**src/core/hbs_defs.svh**
```systemverilog
// Purpose: constants for the holding brake sequencer
// Assumes: 100 MHz control clock
// Notes:   times in ms, counts derived from the clock rate
`ifndef HBS_DEFS_SVH
`define HBS_DEFS_SVH

`define HBS_CLK_MHZ          100
`define HBS_STEP_MS          10
`define HBS_STEP_CYCLES      (`HBS_STEP_MS * 1000 * `HBS_CLK_MHZ)
`define HBS_STOP_DELAY_MAX   6'h32
`define HBS_STOP_DELAY_RST   6'h00
`define HBS_MOVE_WAIT_MIN    7'h0A
`define HBS_MOVE_WAIT_MAX    7'h64
`define HBS_MOVE_WAIT_RST    7'h32
`define HBS_SPEED_LEVEL_MAX  14'h2710
`define HBS_SPEED_LEVEL_RST  14'h000A
`define HBS_ALLOC_NONE       2'h0
`define HBS_NUM_TERMS        3

`endif

```
**src/core/hbs_pkg.sv**
```systemverilog
// Purpose: types for the holding brake sequencer
// Assumes: nothing
// Notes:   settings travel as one packed struct
package hbs_pkg;

  typedef struct packed {
    logic [5:0]  stopped_brake_delay;
    logic [6:0]  moving_brake_wait;
    logic [13:0] brake_speed_level;
  } hbs_cfg_t;

  typedef enum logic [2:0] {
    ST_OFF, ST_ON, ST_STOP_DELAY, ST_MOVE_WAIT
  } hbs_state_t;

endpackage : hbs_pkg

```
**src/core/hbs_out_map.sv**
```systemverilog
// Purpose: places the brake signal on an output terminal pair
// Assumes: allocation latched once after reset
// Notes:   shared terminals are ORed with other functions
`timescale 1ns/1ns
`include "hbs_defs.svh"

module hbs_out_map #(
  parameter int NUM_TERMS = `HBS_NUM_TERMS
) (
  // clock and reset
  input  wire logic                 clk,
  input  wire logic                 rst,
  // brake and other functions
  input  wire logic                 brake_release,
  input  wire logic [1:0]           alloc,
  input  wire logic [NUM_TERMS-1:0] other_func_out,
  // terminals
  output logic      [NUM_TERMS-1:0] term_out
);

  genvar g;
  generate
    for (g = 0; g < NUM_TERMS; g++) begin : g_term
      wire sel = (alloc == 2'(g + 1));
      always_ff @(posedge clk) begin
        if (rst) begin
          term_out[g] <= 1'b0;
        end else begin
          term_out[g] <= (sel & brake_release) | other_func_out[g];
        end
      end
    end
  endgenerate

endmodule : hbs_out_map

```
**src/core/hbs_sequencer.sv**
```systemverilog
// Purpose: holding brake release and motor power sequencing
// Assumes: settings and speed synchronous to clk, speed signed mm/s
// Notes:   the terminal allocation is taken once, one cycle after reset
`timescale 1ns/1ns
`include "hbs_defs.svh"

module hbs_sequencer #(
  parameter int STEP_CYCLES = `HBS_STEP_CYCLES,
  parameter int NUM_TERMS   = `HBS_NUM_TERMS,
  parameter int SPEED_W     = 16
) (
  // clock and reset
  input  wire logic                 clk,
  input  wire logic                 rst,
  // sequence inputs
  input  wire logic                 servo_on,
  input  wire logic                 alarm,
  input  wire logic                 zero_speed_alarm,
  input  wire logic                 overtravel,
  input  wire logic                 motor_stopped,
  input  wire logic [SPEED_W-1:0]   motor_speed,
  input  wire logic [13:0]          motor_max_speed,
  // settings
  input  wire hbs_pkg::hbs_cfg_t    cfg,
  input  wire logic [1:0]           output_alloc_setting,
  input  wire logic [NUM_TERMS-1:0] other_func_out,
  // outputs
  output logic                      brake_release_out,
  output logic                      motor_power_on,
  output logic [NUM_TERMS-1:0]      term_out
);

  ////////////////////////////////////////////////////////////////////////////
  // settings and speed

  hbs_pkg::hbs_state_t state_reg, state_next;
  logic [1:0]  alloc_reg;
  logic        alloc_taken_reg;
  logic [31:0] tick_reg;
  logic [6:0]  steps_reg;

  // one clamp serves every setting; narrower fields are widened first
  function automatic logic [13:0] clamp14(input logic [13:0] val,
                                          input logic [13:0] lo,
                                          input logic [13:0] hi);
    logic [13:0] res;
    res = val;
    if (val < lo) begin
      res = lo;
    end
    if (res > hi) begin
      res = hi;
    end
    return res;
  endfunction : clamp14

  // a timer ends on the last tick of the step that reaches its target
  function automatic logic steps_reached(input logic       tick_end,
                                         input logic [6:0] steps,
                                         input logic [6:0] target);
    return tick_end && (steps + 7'h01 >= target);
  endfunction : steps_reached

  wire [13:0]        delay_wide;
  wire [5:0]         delay_steps;
  wire [13:0]        wait_wide;
  wire [6:0]         wait_steps;
  wire [13:0]        lvl_lim;
  wire [13:0]        lvl_eff;
  wire [SPEED_W-1:0] speed_abs;
  wire               below_level;
  wire               step_done;
  wire               stop_req;
  wire               at_rest;
  wire               delay_over;
  wire               wait_over;

  // out-of-range settings are clamped so the timers stay bounded
  assign delay_wide  = clamp14(14'(cfg.stopped_brake_delay), 14'h0000,
                               14'(`HBS_STOP_DELAY_MAX));
  assign delay_steps = delay_wide[5:0];
  assign wait_wide   = clamp14(14'(cfg.moving_brake_wait), 14'(`HBS_MOVE_WAIT_MIN),
                               14'(`HBS_MOVE_WAIT_MAX));
  assign wait_steps  = wait_wide[6:0];
  assign lvl_lim     = clamp14(cfg.brake_speed_level, 14'h0000, `HBS_SPEED_LEVEL_MAX);
  assign lvl_eff     = clamp14(lvl_lim, 14'h0000, motor_max_speed);
  // direction of travel does not matter for the level test
  assign speed_abs   = motor_speed[SPEED_W-1] ?
                       SPEED_W'(-motor_speed) : motor_speed;
  assign below_level = speed_abs < SPEED_W'(lvl_eff);

  assign step_done   = (tick_reg == 32'(STEP_CYCLES - 1));
  assign stop_req    = alarm | ~servo_on;
  // zero-speed stop alarm behaves as stationary once at rest
  assign at_rest     = motor_stopped;
  assign delay_over  = steps_reached(step_done, steps_reg, 7'(delay_steps));
  assign wait_over   = steps_reached(step_done, steps_reg, wait_steps);

  ////////////////////////////////////////////////////////////////////////////
  // state sequencing

  always_comb begin
    state_next = state_reg;
    case (state_reg)
      hbs_pkg::ST_OFF: begin
        if (servo_on && !alarm) begin
          state_next = hbs_pkg::ST_ON;
        end
      end
      hbs_pkg::ST_ON: begin
        if (stop_req && at_rest) begin
          if (alarm || delay_steps == 6'h00) begin
            state_next = hbs_pkg::ST_OFF;
          end else begin
            state_next = hbs_pkg::ST_STOP_DELAY;
          end
        end else if (stop_req && !(alarm && zero_speed_alarm)) begin
          state_next = hbs_pkg::ST_MOVE_WAIT;
        end
      end
      hbs_pkg::ST_STOP_DELAY: begin
        if (alarm || delay_over) begin
          state_next = hbs_pkg::ST_OFF;
        end
      end
      hbs_pkg::ST_MOVE_WAIT: begin
        if (below_level || wait_over) begin
          state_next = hbs_pkg::ST_OFF;
        end
      end
      default: state_next = hbs_pkg::ST_OFF;
    endcase
  end

  // power stays on only while energised states hold
  wire power_next = (state_next == hbs_pkg::ST_ON) ||
                    (state_next == hbs_pkg::ST_STOP_DELAY);
  // brake applied the cycle servo-on drops when at rest, unless overtravel holds it released
  wire release_next = overtravel ? 1'b1 :
                      (state_next == hbs_pkg::ST_ON) ||
                      (state_next == hbs_pkg::ST_MOVE_WAIT);

  always_ff @(posedge clk) begin
    if (rst) begin
      state_reg <= hbs_pkg::ST_OFF;
    end else begin
      state_reg <= state_next;
    end
  end

  ////////////////////////////////////////////////////////////////////////////
  // step timers, restarted on every state change

  always_ff @(posedge clk) begin
    if (rst || state_next != state_reg || step_done) begin
      tick_reg <= 32'h0000_0000;
    end else begin
      tick_reg <= tick_reg + 32'h0000_0001;
    end
  end

  // free-runs outside the timed states; only its value on entry matters
  always_ff @(posedge clk) begin
    if (rst || state_next != state_reg) begin
      steps_reg <= 7'h00;
    end else if (step_done) begin
      steps_reg <= steps_reg + 7'h01;
    end
  end

  ////////////////////////////////////////////////////////////////////////////
  // registered outputs

  always_ff @(posedge clk) begin
    if (rst) begin
      brake_release_out <= 1'b0;
    end else begin
      brake_release_out <= release_next;
    end
  end

  always_ff @(posedge clk) begin
    if (rst) begin
      motor_power_on <= 1'b0;
    end else begin
      motor_power_on <= power_next;
    end
  end

  ////////////////////////////////////////////////////////////////////////////
  // terminal allocation, taken once so changes wait for restart

  always_ff @(posedge clk) begin
    if (rst) begin
      alloc_reg       <= `HBS_ALLOC_NONE;
      alloc_taken_reg <= 1'b0;
    end else if (!alloc_taken_reg) begin
      alloc_reg       <= output_alloc_setting;
      alloc_taken_reg <= 1'b1;
    end
  end

  // sharing with other functions is the integrator's concern; it is ORed
  hbs_out_map #(
    .NUM_TERMS (NUM_TERMS)
  ) u_map (
    .clk            (clk),
    .rst            (rst),
    .brake_release  (release_next),
    .alloc          (alloc_reg),
    .other_func_out (other_func_out),
    .term_out       (term_out)
  );

endmodule : hbs_sequencer
```
**config.mk**
```make
export PLATFORM = sky130hd
export DESIGN_NAME = hbs_sequencer
export DESIGN_NICKNAME = d
export VERILOG_FILES = /design/src/core/hbs_pkg.sv /design/src/core/hbs_out_map.sv /design/src/core/hbs_sequencer.sv
export VERILOG_INCLUDE_DIRS = /design/src /design/src/core
export SDC_FILE = /design/constraint.sdc
export NUM_CORES = 1
export LEC_CHECK = 0
export BUFFER_PORTS_ARGS = -buffer_cell sky130_fd_sc_hd__buf_4
export CAP_MARGIN = 20
export CORE_ASPECT_RATIO = 0.6
export CORE_MARGIN = 2
export CORE_UTILIZATION = 46
export DETAILED_ROUTE_END_ITERATION = 10
export GPL_TIMING_DRIVEN = 0
export MAX_ROUTING_LAYER = met4
export PLACE_DENSITY = 0.7
export SLEW_MARGIN = 30
export SYNTH_ARGS = -nofsm -noshare
export SYNTH_HDL_FRONTEND = slang
export SYNTH_SLANG_ARGS = --single-unit
```
**constraint.sdc**
```tcl
create_clock -name clk -period 13.71 [get_ports clk]
set_input_delay 0.6855 -clock clk [delete_from_list [all_inputs] [get_ports clk]]
set_output_delay 0.6855 -clock clk [all_outputs]
set_load 0.05 [all_outputs]
```
==> summary.md <==
| Metric | Value |
|---|---|
| Min-Delay Path Depth | `1` |
| Hold Path End | `tick_reg[0]$_SDFF_PP0_` |
| Sw frac | `0.288` |
| Max reg flops | `32` |
| DIE AREA | `9150 µm²` |
| Share of flip-flops with an asynchronous set or reset | `0` |
| Mean number of vias per cell | `about 5.4` |
| Synth top area share | `0.260` |
| Initial antenna violation count | `0` |
| Max clock buf depth | `2` |
| IO Count | `74` |
| Clk pwr share | `0.344` |
| Area Growth Syn to Fin | `21.7%` |
| Worst hold margin | `about 0.50 ns` |
| Overall power | `0.360 mW` |
| Overflow after GRT | `0` |
| PwrDens | `about 77 nW/µm²` |
| Synth cell types | `52` |
| DRT Pass-1 Iters | `4` |
| WS Path Type | `input port to register` |
| Largest net degree at the start of global routing | `18` |
| Synth top cells by count | `nor2_1, dfxtp_1, ha_1` |
| Tot GR Track Use | `0.232` |
| Number of global-route vias before repair | `3261` |
| Setup TNS | `0 ns` |
| Final ANT Viol Nets | `0` |
| ANT cells | `0` |
| Worst Clk Skew | `~0.011 ns` |
| Top cells by area, synth | `dfxtp_1, ha_1, xnor2_1` |
| Fmax | `around 0.15 GHz` |
| H-Tree Depth | `2` |
| Num Clock Sinks | `50` |
| Worst-path clk slew | `0.07 ns` |
| FF/Latch Area | `~1000 µm²` |
| RSZ-0062 raised after global routing | `false` |
| Post-Route WL | `around 9900 µm` |
| Share of cells above drive strength 1 | `0.166` |
| Combinational share of power | `0.244` |
| Final GP Congestion | `between 0.8 and 0.9` |
| TritonCTS buffer count | `5` |
| # hold bufs at CTS | `0` |
| Cell taking the most area after synthesis | `dfxtp_1` |
| Hold Crit Start | `tick_reg[0]$_SDFF_PP0_` |
| Fill cell count | `approximately 740` |
| Type of origin of the critical path | `input port` |
| Post-synth EDFFs | `0` |
| Setup crit start | `cfg[0]` |
| Resized Gates After CTS | `0` |
| Mean area per synthesized cell | `~8 µm²` |
| CORE AREA | `8010 µm²` |
| CP max FO | `10` |
| Final hold vios | `0` |
| Leakage power | `1.98 nW` |
| Crit path arrival time | `roughly 6.7 ns` |
| DRT iter0 DRCs | `~260` |
| NetSw | `0.104 mW` |
| Final worst path period share | `0.479` |
| Multi-input gate area | `around 2700 µm²` |
| Final min period | `6.56 ns` |
| Setup-failing EPs final | `0` |
| Worst R2R End | `tick_reg[24]$_SDFF_PP0_` |
| Flop pwr share | `0.412` |
| Sequential share of the synthesized area | `0.260` |
| Detailed Place HPWL | `just over 8000 µm` |
| Cell count after synthesis | `about 480` |
| Flop2flop setup slack | `around 11 ns` |
| Setup Fix Bufs, Post-CTS | `0` |
| CTS tree | `built` |
| Count leader, synth | `nor2_1` |
| CP Capture Type | `register` |
| Starting Density | `0.481` |
| Final Max Slew Viols | `0` |
| Peak VDD IR | `between 0.05 and 0.06 mV` |
| Worst r2r src | `tick_reg[27]$_SDFF_PP0_` |
| Horiz. Die Dim | `122 µm` |
| Global-route wire length before repair | `about 16000 µm` |
| Clock Latency Late Sink | `about 0.3 ns` |
| # nets final | `670` |
| Detailed-route DRC error count | `0` |
| Worst-Margin Slew | `around 0.75 ns` |
| Worst reg2reg path depth | `9` |
| DR vias | `3576` |
| Flops & latches, synth | `50` |
| Netlist area before placement | `just under 4000 µm²` |
| Max_cap viols | `0` |
| WL/cell | `between 10 and 15 µm` |
| Pint | `roughly 0.26 mW` |
| Max-slew headroom | `0.502` |
| DIE HEIGHT | `roughly 75 µm` |
| Yosys warns | `0` |
| Required @ worst endpoint | `around 14 ns` |
| Buffers added on ports | `73` |
| Outcome | `finished clean` |
| Top_reg_cell synth | `dfxtp_1` |
| Clock root buffer | `clkbuf_16` |
| Hold Crit Class | `register to register` |
| Cell row count | `25` |
| Syn Nets | `about 600` |
cells by family (layout without fill, tap and decap cells):
logic type	Yosys count	count (layout)	share of synthesized area
and+or+nand+nor	200	200	0.258
AOI/OAI and AO/OA	76	76	0.135
xor gates and xnor gates	53	53	0.120
DFF	50	50	0.260
adders and majority gates	43	43	0.140
buffers and inverters	38	119	0.0416
muxes	17	17	0.0442
other	1	1	0.000973
routing by layer:
layer	up-vias	wire length [µm]	track usage
met5	-	0	-
met4	0	63	0.0396
met3	6	603	0.0386
met2	104	3790	0.321
met1	1621	5470	0.354
li1	1845	-	-
final cells by class:
cell class                      instances  share of cell area
Sequential cell                        50               0.213
Clock inverter                          3             0.00507
Timing Repair Buffer                   73               0.117
Multi-Input combinational cell        390               0.575
Buffer                                  9              0.0109
Inverter                               29              0.0232
Tap cell                              108              0.0288
Clock buffer                            5              0.0267
power by group through the flow:
stage	Combinational [mW]	Sequential [mW]	Clock [mW]
6_report	0.0879	0.148	0.124
5_1_grt	0.0968	0.149	0.133
4_1_cts	0.0866	0.148	0.127
3_5_place_dp	0.0860	0.152	0
3_3_place_gp	0.0825	0.152	0
2_1_floorplan	0.0479	0.154	0
placed cells by master (no fill, tap or decap), types with 3 or more instances in the layout:
master     netlist  layout
buf_4            0      73
and3_1           6       6
a211oi_1         6       6
a21o_1           6       6
ha_1            43      43
o21ai_0         13      13
nand4_1          7       7
nand2b_1        11      11
inv_1           29      29
o31ai_1          7       6
nor2b_1          6       6
nor4_1           6       6
clkbuf_16        0       5
xor2_1          21      21
nand2_1         41      41
o41ai_1          3       3
and2_1           7       7
nand3_1         20      20
xnor2_1         32      32
nor3_1          24      24
o21a_1           4       4
dfxtp_1         50      50
a21oi_1         19      19
clkbuf_1         5       5
mux2i_1         17      17
nor4b_1          3       3
nor2_1          56      56
worst max-delay path: stages:
cell      delay (ns)
buf_4           0.11
o41ai_1         0.48
a21oi_1         0.16
o31ai_2         0.60
nand2b_1        0.18
ha_1            0.39
nand2_1         0.07
o21ai_0         0.24
a221oi_1        0.21
a21oi_1         0.52
clkbuf_1        0.63
mux2i_1         0.27
ha_1            0.27
a21o_1          0.18
a21o_1          0.17
a211o_1         0.30
a221oi_2        0.35
nand3_1         0.15
o21a_1          0.21
a21oi_1         0.40
a211oi_1        0.14
through the flow:
stage               utilization  worst slack [ns]  std cells  area, µm²
finish                    0.586              7.15        667       4690
global route              0.586              6.77        667       4690
CTS                       0.585              7.06        667       4680
detailed placement        0.566              6.78        659       4540
global placement          0.566              6.83        659       4540
floorplan                     -              8.19        478       3850
worst max path at each step:
| stage | to | depth (start not counted) |
|---|---|---|
| after floorplan | tick_reg[15]$_SDFF_PP0_ | 22 |
| after global placement | u_map.term_out[0]$_SDFF_PP0_ | 21 |
| after detailed placement | u_map.term_out[0]$_SDFF_PP0_ | 21 |
| after CTS | tick_reg[24]$_SDFF_PP0_ | 23 |
| after global routing | u_map.term_out[0]$_SDFF_PP0_ | 21 |
| final | u_map.term_out[0]$_SDFF_PP0_ | 21 |
Power figures use the tool's default switching activity.
